[config.mk]
export PLATFORM = sky130hd
export DESIGN_NAME = limit_status_alert_logic
export DESIGN_NICKNAME = d
export VERILOG_FILES = /design/src/inc/limit_alert_pkg.sv /design/src/core/shunt_format.sv /design/src/core/limit_status_alert_logic.sv
export SDC_FILE = /design/constraint.sdc
export NUM_CORES = 1
export LEC_CHECK = 0
export ABC_AREA = 0
export BUFFER_PORTS_ARGS = -buffer_cell sky130_fd_sc_hd__buf_2
export CAP_MARGIN = 10
export CORE_ASPECT_RATIO = 0.75
export CORE_MARGIN = 4
export CORE_UTILIZATION = 51
export DETAILED_ROUTE_END_ITERATION = 8
export GPL_TIMING_DRIVEN = 1
export PLACE_DENSITY = 0.76
export RECOVER_POWER = 100
export SETUP_SLACK_MARGIN = 0.15
export SYNTH_ARGS = -nofsm -noshare
export SYNTH_HDL_FRONTEND = slang
export SYNTH_SLANG_ARGS = --single-unit
[constraint.sdc]
create_clock -name clk -period 5.3 [get_ports clk]
set_clock_uncertainty 0.2 [all_clocks]
set_input_delay 1.06 -clock clk [delete_from_list [all_inputs] [get_ports clk]]
set_output_delay 1.06 -clock clk [all_outputs]
set_load 0.01 [all_outputs]
[src/inc/limit_alert_pkg.sv]
// Package for the limit status and alert logic.
// Assumes a single 40 MHz clock domain and 16-bit registers.
package limit_alert_pkg;

   // ****************************************
   // Register map
   // ****************************************
   localparam logic [7:0]  OFS_CONFIG      = 8'h00;
   localparam logic [7:0]  OFS_FLAGS       = 8'h01;
   localparam logic [7:0]  OFS_MASK        = 8'h02;
   localparam logic [7:0]  OFS_SHUNT       = 8'h03;
   localparam logic [15:0] RST_FLAGS       = 16'h0000;
   localparam logic [15:0] RST_MASK        = 16'h0000;
   localparam logic [15:0] RST_SHUNT       = 16'h0000;
   localparam logic [1:0]  RST_GAIN        = 2'h3;

   // ****************************************
   // Field layout
   // ****************************************
   localparam int          GAIN_LSB        = 11;
   localparam int          BIT_WARN_BUS_HI = 15;
   localparam int          BIT_WARN_BUS_LO = 14;
   localparam int          BIT_WARN_POWER  = 13;
   localparam int          BIT_WARN_SH_POS = 12;
   localparam int          BIT_WARN_SH_NEG = 11;
   localparam int          BIT_LIM_BUS_HI  = 10;
   localparam int          BIT_LIM_BUS_LO  = 9;
   localparam int          BIT_LIM_POWER   = 8;
   localparam int          BIT_FAST_POS    = 7;
   localparam int          BIT_FAST_NEG    = 6;
   localparam int          BIT_CONV_DONE   = 5;
   localparam int          BIT_ALERT       = 4;
   localparam int          BIT_OVERRUN     = 3;
   localparam int          BIT_ALERT_EN    = 3;
   localparam int          BIT_FAST_PIN_EN = 2;
   localparam int          BIT_LIM_PIN_EN  = 1;
   localparam int          BIT_WARN_PIN_EN = 0;
   // Writable mask bits: 15..5 and 3..0
   localparam logic [15:0] MASK_WR_BITS    = 16'hFFEF;
   // Flags that the mask can pass to the alert line
   localparam logic [15:0] MASK_PASS_BITS  = 16'hFFE0;
   // Flags that are implemented at all
   localparam logic [15:0] FLAG_BITS       = 16'hFFF8;

   typedef enum logic [1:0] {
      GAIN_DIV1 = 2'b00,
      GAIN_DIV2 = 2'b01,
      GAIN_DIV4 = 2'b10,
      GAIN_DIV8 = 2'b11
   } gain_e;

   // Register port request
   typedef struct packed {
      logic        wr;
      logic        rd;
      logic [7:0]  addr;
      logic [15:0] wdata;
   } reg_req_s;

   // Latch enables per comparator group
   typedef struct packed {
      logic warn;
      logic limit;
      logic fast;
   } latch_en_s;

endpackage

[src/core/shunt_format.sv]
// Sign-extended shunt result formatter.
// Assumes a raw signed reading in 10 uV steps, clamped by gain range.
`timescale 1ns/1ps
module shunt_format
   import limit_alert_pkg::*;
(
   // Inputs
   input  wire logic [15:0] raw_reading,
   input  wire gain_e       gain,
   // Output
   output logic [15:0]      formatted
);

   logic signed [15:0] raw_s;
   logic signed [15:0] lim;

   assign raw_s = raw_reading;

   // Clamp to range; sign fills the upper bits by two's complement
   always_comb begin
      unique case (gain)
         GAIN_DIV1: lim = 16'sh0FA0;
         GAIN_DIV2: lim = 16'sh1F40;
         GAIN_DIV4: lim = 16'sh3E80;
         GAIN_DIV8: lim = 16'sh7D00;
      endcase
      if (raw_s > lim) begin
         formatted = lim;
      end else if (raw_s < -lim) begin
         formatted = -lim;
      end else begin
         formatted = raw_s;
      end
   end

endmodule

[src/core/limit_status_alert_logic.sv]
// Status flags, alert mask and pin enables of the monitor.
// Assumes comparator levels arrive synchronous to clk, one cycle per result.
//
// Functional notes
// Flags set on limit violation; latched while the group's latch enable is set.
// Reading status clears flags; a still-violated limit sets again at once.
// Host should read status once after setup to drop stale flags.
// Bit 15 set when bus voltage above bus high warning.
// Bit 14 set when bus voltage below bus low warning.
// Bit 13 set when power above power warning.
// Bit 12 set when shunt above positive shunt warning.
// Bit 11 set when shunt below negative shunt warning.
// Bit 10 set when bus voltage above bus high limit.
// Bit 9 set when bus voltage below bus low limit.
// Bit 8 set when power above power limit.
// Bit 7 set when shunt above positive fast comparator limit.
// Bit 6 set when shunt below negative fast comparator limit.
// Bits 5, 4, 3 report conversion done, alert, math overrun.
// Mask bits 15..5 gate only alert, never flag setting.
// Mask zero blocks, one passes; mask resets to zero.
// Mask bit 3 globally enables alert output, reset zero.
// Mask bit 2 enables critical pin, reset disabled.
// Mask bit 1 enables over-limit pin, reset disabled.
// Mask bit 0 enables warning pin, reset disabled.
// Shunt register holds latest reading positioned by gain, sign bits equal.
// Negative shunt in two's complement, sign extended to 16 bits.
// Two-bit gain field selects range, widest by default.
// Alert asserted while enabled and any passed flag is set.
// Status bits 2..0 and mask bit 4 read zero, ignore writes.
`timescale 1ns/1ps
module limit_status_alert_logic
   import limit_alert_pkg::*;
(
   // Clock and reset
   input  wire logic        clk,
   input  wire logic        reset_n,
   // Register port
   input  wire reg_req_s    req,
   output logic [15:0]      rdata_q,
   output logic             rvalid_q,
   // Latch enables from the threshold registers
   input  wire latch_en_s   latch_en,
   // Comparator results
   input  wire logic        bus_above_warn,
   input  wire logic        bus_below_warn,
   input  wire logic        power_above_warn,
   input  wire logic        shunt_above_warn,
   input  wire logic        shunt_below_warn,
   input  wire logic        bus_above_limit,
   input  wire logic        bus_below_limit,
   input  wire logic        power_above_limit,
   input  wire logic        shunt_above_fast,
   input  wire logic        shunt_below_fast,
   input  wire logic        conversion_done,
   input  wire logic        math_overrun,
   // Shunt result
   input  wire logic        shunt_valid,
   input  wire logic [15:0] shunt_raw,
   // Outputs
   output logic             alert_n_q,
   output logic             warn_pin_q,
   output logic             limit_pin_q,
   output logic             fast_pin_q,
   output logic [1:0]       shunt_gain_select_q
);

   // ****************************************
   // Flag sources
   // ****************************************
   logic [15:0] cond;
   logic [15:0] latch_bits;
   logic [15:0] flags_q;
   logic [15:0] flags_d;
   logic [15:0] mask_q;
   logic [15:0] shunt_q;
   logic [15:0] shunt_fmt;
   logic        alert_now;
   logic        rd_flags;

   always_comb begin
      cond = 16'h0000;
      cond[BIT_WARN_BUS_HI] = bus_above_warn;
      cond[BIT_WARN_BUS_LO] = bus_below_warn;
      cond[BIT_WARN_POWER]  = power_above_warn;
      cond[BIT_WARN_SH_POS] = shunt_above_warn;
      cond[BIT_WARN_SH_NEG] = shunt_below_warn;
      cond[BIT_LIM_BUS_HI]  = bus_above_limit;
      cond[BIT_LIM_BUS_LO]  = bus_below_limit;
      cond[BIT_LIM_POWER]   = power_above_limit;
      cond[BIT_FAST_POS]    = shunt_above_fast;
      cond[BIT_FAST_NEG]    = shunt_below_fast;
      cond[BIT_CONV_DONE]   = conversion_done;
      cond[BIT_ALERT]       = alert_now;
      cond[BIT_OVERRUN]     = math_overrun;
   end

   // Latch groups: warnings, over-limits, fast comparators; events always stick
   always_comb begin
      latch_bits = 16'h0038;
      latch_bits[15:11] = {5{latch_en.warn}};
      latch_bits[10:8]  = {3{latch_en.limit}};
      latch_bits[7:6]   = {2{latch_en.fast}};
   end

   assign rd_flags = req.rd && (req.addr == OFS_FLAGS);

   // Mask bits 15..5 gate only the alert, flags themselves always set
   assign alert_now = mask_q[BIT_ALERT_EN] && |(flags_q & mask_q & MASK_PASS_BITS);

   // ****************************************
   // Status flags
   // ****************************************
   // Live condition always wins over the clearing read, so nothing is lost
   always_comb begin
      flags_d = rd_flags ? 16'h0000 : (flags_q & latch_bits);
      flags_d = (flags_d | cond) & FLAG_BITS;
   end

   always_ff @(posedge clk or negedge reset_n) begin
      if (!reset_n) begin
         flags_q <= RST_FLAGS;
      end else begin
         flags_q <= flags_d;
      end
   end

   // ****************************************
   // Mask and configuration
   // ****************************************
   always_ff @(posedge clk or negedge reset_n) begin
      if (!reset_n) begin
         mask_q <= RST_MASK;
      end else if (req.wr && req.addr == OFS_MASK) begin
         mask_q <= req.wdata & MASK_WR_BITS;
      end
   end

   // Only the gain field of the configuration word is held here
   always_ff @(posedge clk or negedge reset_n) begin
      if (!reset_n) begin
         shunt_gain_select_q <= RST_GAIN;
      end else if (req.wr && req.addr == OFS_CONFIG) begin
         shunt_gain_select_q <= req.wdata[GAIN_LSB +: 2];
      end
   end

   // ****************************************
   // Shunt result
   // ****************************************
   shunt_format u_fmt (
      .raw_reading (shunt_raw),
      .gain        (gain_e'(shunt_gain_select_q)),
      .formatted   (shunt_fmt)
   );

   always_ff @(posedge clk or negedge reset_n) begin
      if (!reset_n) begin
         shunt_q <= RST_SHUNT;
      end else if (shunt_valid) begin
         shunt_q <= shunt_fmt;
      end
   end

   // ****************************************
   // Read data
   // ****************************************
   always_ff @(posedge clk or negedge reset_n) begin
      if (!reset_n) begin
         rdata_q  <= 16'h0000;
         rvalid_q <= 1'b0;
      end else begin
         rvalid_q <= req.rd;
         if (req.rd) begin
            unique case (req.addr)
               OFS_CONFIG: rdata_q <= {3'h0, shunt_gain_select_q, 11'h000};
               OFS_FLAGS:  rdata_q <= flags_q;
               OFS_MASK:   rdata_q <= mask_q;
               OFS_SHUNT:  rdata_q <= shunt_q;
               default:    rdata_q <= 16'h0000;
            endcase
         end
      end
   end

   // ****************************************
   // Pins
   // ****************************************
   // Pins follow the registered flags so a latched flag keeps its pin asserted
   always_ff @(posedge clk or negedge reset_n) begin
      if (!reset_n) begin
         alert_n_q   <= 1'b1;
         warn_pin_q  <= 1'b0;
         limit_pin_q <= 1'b0;
         fast_pin_q  <= 1'b0;
      end else begin
         alert_n_q   <= !alert_now;
         warn_pin_q  <= mask_q[BIT_WARN_PIN_EN] && |flags_q[15:11];
         limit_pin_q <= mask_q[BIT_LIM_PIN_EN] && |flags_q[10:8];
         fast_pin_q  <= mask_q[BIT_FAST_PIN_EN] && |flags_q[7:6];
      end
   end

endmodule

==> impl_metrics.csv, run 1 <==
group,metric,value,unit
hold_path,hold_path_class,"register to register",
global_routing,grt_pass1_vias,2670,
power,leakagePower,1.939,nW
global_routing,antenna_found_initial,0,
global_routing,track_usage,0.2157,
timing,holdWs,238.7,ps
timing,fin_setup_tns,0,ps
synthesis,synth_warnings,0,
critical_path,start_kind,"register",
placement,pre_cts_slack,1192,ps
hold_path,hp-start,"mask_q[3]",
synthesis,synthDistinctLibCells,43,
synthesis,ys_async_sr_fraction,1.000,
die,start_util,0.5413,
die,die_x,103.7,um
timing,fmax,0.2383,GHz
route,wl_per_cell,17.74,um
critical_path,r2r_start,"shunt_gain_select_q[0]",
clock_tree,postCtsSetupBuffers,0,
power,pwr-share-clk,0.411,
critical_path,cpMostUsedCell,"ha_1",
critical_path,r2r_end,"shunt_q[14]",
placement,port_buffers,81,
timing,min_period,4197,ps
critical_path,crit_chain,"inv_1, ha_1, nor2_1, ha_1, nor2b_1, o21a_1, o21a_1, o21ai_0, a211oi_1, o311ai_0, ha_1, inv_1, mux2i_1, mux2i_1, mux2_2",
placement,place_congestion,0.8700,
clock_tree,clk_path_buf_depth,2,
critical_path,r2r_slack,1100,ps
critical_path,cp_data_arrival_time,4220,ps
die,rows,25,
clock_tree,hold_buffers,0,
global_routing,grt_pass1_wl,13.74,mm
critical_path,crit_start,"shunt_gain_select_q[0]",
clock_tree,path_clk_slew,70,ps
timing,worst_pin_slew,1068,ps
critical_path,ff2ff_path_depth,15,
die,die_area,8276,um2
clock_tree,ctsResizeCount,0,
die,die_y,79.79,um
critical_path,path_max_fanout,12,
synthesis,synth.avg_cell_area,11.27,um2
cells_and_area,drive_gt1_frac,0.3104,
route,routed_wl,8.411,mm
clock_tree,insertion_delay,340,ps
power,power_switching,0.3188,mW
synthesis,synth-seq-area-share,0.4795,
timing,slew_viol_final,0,
critical_path,required,5320,ps
cells_and_area,area_delta_synth_final,18.99,%
synthesis,synthesis.area,3505,um2
timing,finalHoldViolations,0,
status,status,"finished clean",
die,coreArea,6475,um2
cells_and_area,final_nets,471,
timing,finalCritPeriodShare,0.7919,
critical_path,cp_slowest_cell,"dfstp_1",
critical_path,cp-end-kind,"register",
power,peakVddDrop,0.0001678,V
flow_run,maxCapViolations,0,
critical_path,cpPeakStageDelay,680,ps
cells_and_area,fin_util,0.6441,
timing,worst_slack,1103,ps
cells_and_area,antennaDiodeCount,0,
hold_path,hold_depth,1,
route,vias,2695,
route,ant_nets,0,
synthesis,synth-seq-cells,67,
power,pwr-share-comb,0.156,
placement,dpl.hpwl,6.306,mm
clock_tree,cts_sinks,67,
die,ioPinCount,83,
synthesis,synth_edf_count,0,
power,switching_share,0.2405,
hold_path,hold_end,"alert_n_q",
clock_tree,cts_tree,"yes",
global_routing,overflow,0,
synthesis,synth_fp_nets,394,
timing,rsz0062_at_grt,"false",
route,vias_per_cell,5.686,
global_routing,grt_max_degree,68,
synthesis,synthCells,311,
power,p_seq_frac,0.433,
clock_tree,numCtsBuffers,9,
clock_tree,root_buffer,"clkbuf_8",
timing,setup_viol,0,
synthesis,yosys_most_used_dff,"dfrtp_1",
route,drt_iter0_markers,231,
power,p_int,1.007,mW
route,first_pass_iters,4,
timing,relSlewSlack,0.2783,
power,p_per_area,317.8,nW/um2
critical_path,crit_type,"register to register",
route,post-route-drc-count,0,
clock_tree,cts-htree-levels,3,
==> placed cells by master (no fill, tap or decap), types with 2 or more instances in the layout <==
cell type,netlist,final
nor2_1,13,13
a22oi_1,12,12
or3_1,3,3
a211oi_1,2,2
nand4_1,3,3
mux4_2,2,2
nand2_1,11,11
a31o_2,15,15
mux2_2,30,30
o22ai_1,14,14
dfrtp_1,64,64
o21ai_0,7,7
and3_1,3,3
clkbuf_8,0,9
inv_1,29,29
a21o_1,2,2
a31oi_1,4,4
nor2b_1,9,9
mux2i_1,13,13
o31a_1,3,3
ha_1,23,23
a21oi_1,5,5
o21a_1,4,4
dfstp_1,0,2
clkbuf_1,12,25
nand3_1,6,6
buf_2,1,58
bufinv_16,0,4
==> registers in the layout, summed over array words and instances, names as in the netlist <==
name and count:
shunt_q 16, warn_pin_q 1, fast_pin_q 1, shunt_gain_select_q 2, limit_pin_q 1, flags_q 13
mask_q 15, rvalid_q 1, alert_n_q 1, rdata_q 16
==> power by group through the flow <==
stage / clock network, mW / logic, mW / registers, mW
after global placement: 0 / 0.203 / 0.582
after CTS: 0.556 / 0.208 / 0.574
after global routing: 0.580 / 0.232 / 0.578
final: 0.545 / 0.206 / 0.574
after detailed placement: 0 / 0.206 / 0.583
after floorplan: 0 / 0.140 / 0.573
==> through the flow <==
step                      instances  instance area [um2]  total power, mW
after global routing            474                 4170            1.390
after CTS                       474                 4199            1.338
after detailed placement        458                 3943           0.7890
after floorplan                 311                 3505           0.7121
after global placement          458                 3943           0.7844
final                           474                 4170            1.325
==> logic make-up after synthesis <==
group,share of synthesized area
buffers and inverters,0.05283
AND/OR/NAND/NOR,0.08141
adder cells (fa/ha/maj),0.08211
AO/OA/AOI/OAI,0.1578
flip-flops,0.4795
multiplexers,0.1464
==> cells in the mapped netlist, drive strengths merged, types with 2 or more instances <==
| master | instances | area, um2 |
|---|---|---|
| a211oi | 2 | 15.01 |
| a21o | 2 | 15.01 |
| a21oi | 5 | 25.02 |
| a22oi | 12 | 90.09 |
| a31o | 15 | 131.4 |
| a31oi | 4 | 25.02 |
| and3 | 3 | 18.77 |
| buf | 4 | 31.27 |
| clkbuf | 12 | 45.04 |
| dfrtp | 64 | 1602 |
| dfstp | 3 | 78.83 |
| ha | 23 | 287.8 |
| inv | 29 | 108.9 |
| mux2 | 30 | 337.8 |
| mux2i | 13 | 130.1 |
| mux4 | 2 | 45.04 |
| nand2 | 11 | 41.29 |
| nand3 | 6 | 30.03 |
| nand4 | 3 | 18.77 |
| nor2 | 13 | 48.80 |
| nor2b | 9 | 56.30 |
| o21a | 4 | 30.03 |
| o21ai | 7 | 35.03 |
| o22ai | 14 | 87.58 |
| o31a | 3 | 26.28 |
| or3 | 3 | 18.77 |
==> cell type report <==
| cell class | count | area [um2] |
|---|---|---|
| Clock inverter | 5 | 125.1 |
| Timing Repair Buffer | 82 | 384.1 |
| Clock buffer | 11 | 131.4 |
| Sequential cell | 67 | 1680 |
| Tap cell | 81 | 101.3 |
| Multi-Input combinational cell | 199 | 1639 |
| Fill cell | 546 | 2305 |
| Inverter | 29 | 108.9 |
==> worst max-delay path by stage <==
stage / endpoint / cells after the start
global placement: shunt_q[14] / 13
detailed placement: shunt_q[14] / 13
finish: shunt_q[14] / 15
floorplan: shunt_q[9] / 12
global route: shunt_q[14] / 15
CTS: shunt_q[14] / 15
==> per-layer routing <==
layer | track usage | routed length, um
met5 | 0 | 0
met4 | 0.05179 | 87
met3 | 0.09297 | 678
met2 | 0.3309 | 3714
met1 | 0.2850 | 3929
==> worst max-delay path, delay by kind of cell, from the launching register on <==
kind	cells	cell delay [ps]
compound gates	5	970
simple gates	2	310
flops	1	680
mux	3	560
fa+ha+maj	3	1010
buf+inv	2	350
No activity file was read; power rests on OpenSTA's default activity.
==> run 2: changes to the inputs <==
clock period = 4.22 ns   (was 5.3 ns; I/O delays follow)
==> run 2 against run 1 <==
Setup slack got worse by 760 ps. Sequential share of layout area is 0.37 points higher. Largest cell class unchanged. Global-route usage shrank 0.13 points. Largest power group unchanged. Final cell count increased by 0.63%. Total power grew 13%. Via count increased by 3.0%. First-iteration DRC count is 0.87% lower. Combinational power rose by 30%. Worst hold slack about the same. Register-to-register slack worse by 760 ps.
==> impl_metrics.csv, run 2 (synthesis results as in run 1) <==
group,metric,value,unit
status,status,"finished clean",
power,peakVddDrop,0.0002206,V
clock_tree,path_clk_slew,70,ps
route,routed.top_layer,"met4",
global_routing,antenna_found_initial,0,
clock_tree,cts_sinks,67,
timing,setup_viol,0,
cells_and_area,seqCellArea,1680,um2
clock_tree,clk_path_buf_depth,2,
route,vias_per_cell,5.820,
power,switching_share,0.2689,
timing,worst_pin_slew,1392,ps
timing,worst_slack,338.1,ps
power,leakagePower,1.925,nW
global_routing,track_usage,0.2145,
power,power_switching,0.4015,mW
die,start_util,0.5413,
timing,relSlewSlack,0.07186,
route,wl_per_cell,17.81,um
cells_and_area,multiInputGateArea,1642,um2
critical_path,cp-end-kind,"register",
timing,rsz0062_at_grt,"false",
critical_path,required,4220,ps
timing,min_period,3882,ps
global_routing,grt_max_degree,43,
global_routing,grt_pass1_wl,13.95,mm
power,p_int,1.091,mW
clock_tree,cts_tree,"yes",
route,post-route-drc-count,0,
placement,placedCellCount,460,
cells_and_area,drive_gt1_frac,0.3182,
power,p_per_area,361.2,nW/um2
clock_tree,insertion_delay,330,ps
route,met2_length,3.730,mm
hold_path,hold_path_class,"register to register",
cells_and_area,final_nets,474,
timing,fmax,0.2576,GHz
placement,pre_cts_slack,243.2,ps
cells_and_area,design_area,4133,um2
critical_path,cp_slowest_cell,"dfstp_1",
route,first_pass_iters,4,
die,die_area,8276,um2
power,pwr-share-comb,0.180,
die,coreArea,6475,um2
critical_path,path_delay_family,"compound AO/OA/AOI/OAI gates",
critical_path,cpPeakStageDelay,680,ps
global_routing,overflow,0,
timing,holdWs,238.9,ps
placement,place_congestion,0.8708,
power,p_seq_frac,0.483,
cells_and_area,final_cell_mix,"dfrtp_1 (64), buf_2 (57), mux2_2 (30), inv_1 (29), clkbuf_1 (26)",
cells_and_area,reg.largest.list,"rdata_q x16, shunt_q x16, mask_q x15",
critical_path,crit_chain,"inv_1, ha_1, nor2_1, ha_1, nor2b_1, o21a_1, o21a_1, o21ai_0, a211oi_1, o311ai_1, ha_2, buf_12, and4_1, a211oi_1, a21oi_1",
route,vias,2776,
route,ant_nets,0,
cells_and_area,fillers,521,
cells_and_area,final_common_cell,"dfrtp_1",
critical_path,crit_type,"register to register",
cells_and_area,area_delta_synth_final,17.92,%
die,rows,25,
clock_tree,hold_buffers,0,
placement,port_buffers,81,
critical_path,start_kind,"register",
power,pwr-share-clk,0.337,
placement,dpl.hpwl,6.443,mm
timing,fin_setup_tns,0,ps
clock_tree,cts-htree-levels,3,
critical_path,path_max_fanout,9,
die,ioPinCount,83,
clock_tree,numCtsBuffers,9,
cells_and_area,layout.cells.non_filler,477,
die,die_y,79.79,um
critical_path,cp_data_arrival_time,3880,ps
cells_and_area,antennaDiodeCount,0,
flow_run,maxCapViolations,0,
global_routing,grt_pass1_vias,2782,
die,die_x,103.7,um
route,drt_iter0_markers,229,
route,wirelength_met1,4.029,mm
timing,finalHoldViolations,0,
clock_tree,root_buffer,"clkbuf_8",
timing,finalCritPeriodShare,0.9199,
timing,slew_viol_final,0,
critical_path,cp_num_buf_inv,2,
placement,placed_area,3958,um2
route,wl_met3,663,um
route,routed_wl,8.496,mm
[run 2: cell count changes in the layout (fill, tap and decap cells not counted), sizes merged]
| cell | before | now |
|---|---|---|
| buf | 59 | 60 |
| bufinv | 4 | 1 |
| clkbuf | 34 | 36 |
| clkinv | 1 | 4 |
[run 2: layout make-up]
class / instances / area share
well taps: 81 / 0.02452
clock buffers: 11 / 0.03179
multi-input cells: 199 / 0.3972
repair buffers: 85 / 0.1005
flip-flops and latches: 67 / 0.4066
inverters: 29 / 0.02634
clock inverters: 5 / 0.01302
[run 2: power by group through the flow]
stage	Sequential [mW]	Combinational (mW)	Clock (mW)
2_1_floorplan	0.719	0.175	0
3_3_place_gp	0.731	0.256	0
3_5_place_dp	0.732	0.261	0
4_1_cts	0.721	0.263	0.513
5_1_grt	0.726	0.302	0.548
6_report	0.721	0.268	0.504
[run 2: final timing paths]
check                                            start     endpoint  slack, ps  cells after the start
worst min-delay path                         mask_q[3]    alert_n_q        240                      1
min in group asynchronous                      reset_n   rdata_q[1]        610                      1
worst max-delay path            shunt_gain_select_q[1]  shunt_q[10]        340                     15
worst max register to register  shunt_gain_select_q[1]  shunt_q[10]        340                     15
worst min register to register               mask_q[3]    alert_n_q        240                      1
max in group asynchronous                      reset_n  flags_q[13]       1510                      2
[run 2: stage by stage]
step / total power [mW] / util
after floorplan: 0.8943 / -
after global placement: 0.9871 / 0.6112
after detailed placement: 0.9935 / 0.6112
after CTS: 1.496 / 0.6398
after global routing: 1.576 / 0.6383
final: 1.493 / 0.6383
[run 2: metal layers]
| layer | vias up | GRT usage |
|---|---|---|
| li1 | 1299 | - |
| met1 | 1360 | 0.3068 |
| met2 | 108 | 0.3244 |
| met3 | 9 | 0.06548 |
| met4 | 0 | 0.04515 |
| met5 | - | 0 |
[run 2: what timing repair did]
item | in CTS | in global routing
setup buffers | 0 | 1
hold endpoints to repair | 0 | 0
endpoints found under the setup margin | 0 | 5
resized for setup | 0 | 2
==> run 3: changes to the inputs <==
ABC_AREA = 1   (was 0)
PLACE_DENSITY = default   (was 0.76)
PLACE_DENSITY_LB_ADDON = 0.12   (was default)
==> run 3 against run 2 <==
The flow now finishes with violations (max-capacitance violations, max-slew violations). Clock power is 20% higher. Setup slack better by 180 ps. Sequential power is 3% lower. Critical path depth is 1 lower. Utilization is 1.5 points lower. Register-to-register slack better by 180 ps. Critical endpoint is now shunt_q[12].
==> impl_metrics.csv, run 3 <==
group,metric,value,unit
synthesis,synthesis.area,3687,um2
critical_path,cp_slowest_cell,"dfstp_1",
synthesis,synth.most_common_cell,"nand2_1",
synthesis,synth_fp_nets,552,
synthesis,synth.avg_cell_area,7.862,um2
route,vias_per_cell,5.247,
cells_and_area,final_common_cell,"nand2_1",
power,pwr-share-comb,0.122,
global_routing,grt_pass1_wl,15.75,mm
clock_tree,clk_path_buf_depth,2,
cells_and_area,fin_util,0.6230,
hold_path,hold_path_class,"register to register",
die,die_area,8668,um2
timing,fin_setup_tns,0,ps
power,peakVddDrop,0.0002435,V
placement,port_buffers,81,
cells_and_area,reg.largest.list,"rdata_q x16, shunt_q x16, mask_q x15",
synthesis,synth_edf_count,0,
clock_tree,insertion_delay,340,ps
synthesis,synth_common_cells,"nand2_1 (174), dfrtp_1 (64), nand3_1 (45)",
critical_path,cp-end-kind,"register",
timing,holdWs,279.0,ps
die,start_util,0.5321,
timing,worst_pin_slew,2439,ps
synthesis,yosysTopAreaCell,"dfrtp_1",
synthesis,ys_top_cells_by_area,"dfrtp_1 (43%), nand2_1 (18%), ha_1 (7.8%)",
critical_path,cp_data_arrival_time,3730,ps
clock_tree,cts_sinks,67,
clock_tree,cts-htree-levels,3,
route,post-route-drc-count,0,
clock_tree,path_clk_slew,70,ps
global_routing,track_usage,0.2318,
route,first_pass_iters,5,
clock_tree,ctsResizeCount,0,
timing,setup_viol,0,
synthesis,synthCells,469,
synthesis,synth_top_area_share,0.4343,
die,coreArea,6929,um2
critical_path,required,4250,ps
synthesis,synth_warnings,0,
power,design_power_total,1.490,mW
synthesis,synthDistinctLibCells,35,
critical_path,crit_chain,"ha_1, inv_1, ha_1, ha_1, inv_1, nand4_1, nor3_1, nor3_1, ha_1, inv_1, a21boi_0, nand2_1, nand3_1, nand2_1",
power,p_int,1.095,mW
die,rows,26,
critical_path,crit_type,"register to register",
placement,place_congestion,0.9148,
cells_and_area,drive_gt1_frac,0.1519,
placement,dpl.hpwl,7.281,mm
route,routed_wl,9.573,mm
synthesis,yosys_most_used_dff,"dfrtp_1",
timing,rsz0062_at_grt,"false",
timing,relSlewSlack,-0.6261,
clock_tree,hold_buffers,0,
critical_path,cpPeakStageDelay,710,ps
timing,slew_viol_final,47,
synthesis,synth-seq-area-share,0.4557,
power,switching_share,0.2650,
timing,fmax,0.2702,GHz
timing,finalCritPeriodShare,0.8771,
power,pwr-share-clk,0.407,
die,ioPinCount,83,
synthesis,ys_async_sr_fraction,1.000,
cells_and_area,final_cell_mix,"nand2_1 (175), dfrtp_1 (64), buf_2 (58), nand3_1 (46), inv_1 (33)",
power,p_seq_frac,0.471,
placement,pre_cts_slack,709.3,ps
critical_path,path_max_fanout,11,
status,violations,"max-capacitance violations, max-slew violations",
route,ant_nets,0,
route,drt_iter0_markers,231,
clock_tree,root_buffer,"clkbuf_8",
global_routing,overflow,0,
global_routing,antenna_found_initial,0,
die,die_y,81.64,um
timing,worst_slack,518.8,ps
clock_tree,postCtsSetupBuffers,0,
power,p_per_area,345.2,nW/um2
status,status,"complete, but fails checks",
global_routing,grt_max_degree,47,
power,leakagePower,2.276,nW
clock_tree,numCtsBuffers,9,
critical_path,path_delay_family,"adder cells",
route,vias,3416,
global_routing,grt_pass1_vias,3261,
timing,min_period,3701,ps
timing,finalHoldViolations,0,
flow_run,maxCapViolations,1,
critical_path,start_kind,"register",
clock_tree,cts_tree,"yes",
cells_and_area,antennaDiodeCount,0,
cells_and_area,final_nets,631,
critical_path,cp_num_buf_inv,3,
power,power_switching,0.3949,mW
route,wl_per_cell,14.71,um
die,die_x,106.2,um
synthesis,synth-seq-cells,67,
critical_path,cpMostUsedCell,"ha_1",
cells_and_area,area_delta_synth_final,17.07,%
-- run 3: cell count changes after synthesis, moves of 9 or more --
cell,delta
nand4_1,+10
mux2i_1,-11
nor2b_1,-9
nand3_1,+39
mux2_2,-30
a31o_2,-15
nand2_1,+163
o21ai_1,+10
o21bai_1,+11
o22ai_1,-11
inv_2,+9
a22oi_1,-12
nor2_1,+13
-- run 3: area by class of cell --
class	instances	area [um2]
Timing Repair Buffer	83	384.1
Multi-Input combinational cell	347	1754
Fill cell	671	2613
Sequential cell	67	1680
Clock inverter	6	87.58
Inverter	40	150.1
Clock buffer	10	137.6
Tap cell	98	122.6
-- run 3: worst register-to-register path, stage by stage (launching register included) --
cell and delay [ps]:
dfstp_1 710, ha_1 320, inv_1 110, ha_1 260, ha_1 320, inv_1 100
nand4_1 120, nor3_1 210, nor3_1 60, ha_1 560, inv_1 210, a21boi_0 200
nand2_1 70, nand3_1 90, nand2_1 50
-- run 3: logic make-up (layout without fill, tap and decap cells) --
group / after synthesis / count (layout) / synth area share
adders and majority gates: 23 / 23 / 0.07805
muxes: 2 / 2 / 0.005429
buffers and inverters: 55 / 139 / 0.06108
DFF: 67 / 67 / 0.4557
and+or+nand+nor: 271 / 271 / 0.3135
AOI/OAI and AO/OA: 51 / 51 / 0.08620
-- run 3: path summary, 6_finish.rpt --
path                                              from     endpoint  slack, ps  cells after the start
worst min-delay path                        rdata_q[8]   rdata_q[8]        280                      2
min in group asynchronous                      reset_n   shunt_q[4]       1040                      1
worst max register to register  shunt_gain_select_q[0]  shunt_q[12]        520                     14
worst min register to register              rdata_q[8]   rdata_q[8]        280                      2
worst max-delay path            shunt_gain_select_q[0]  shunt_q[12]        520                     14
max in group asynchronous                      reset_n   mask_q[12]       1230                      2
-- run 3: stage by stage --
stage / area [um2] / std cells
2_1_floorplan: 3687 / 469
3_3_place_gp: 4155 / 635
3_5_place_dp: 4155 / 635
4_1_cts: 4380 / 651
5_1_grt: 4317 / 651
6_report: 4317 / 651
-- run 3: power by group through the flow --
| stage | Clock, mW | Sequential [mW] | Combinational [mW] |
|---|---|---|---|
| floorplan | 0 | 0.708 | 0.106 |
| global placement | 0 | 0.713 | 0.180 |
| detailed placement | 0 | 0.714 | 0.186 |
| CTS | 0.606 | 0.702 | 0.187 |
| global route | 0.639 | 0.707 | 0.210 |
| finish | 0.606 | 0.702 | 0.182 |
-- run 3: layer usage --
layer / vias to the layer above / routed length, um / GRT usage
li1: 1688 / - / -
met1: 1609 / 4779 / 0.3523
met2: 113 / 4021 / 0.3445
met3: 6 / 706 / 0.04556
met4: 0 / 66 / 0.04916
met5: - / 0 / 0
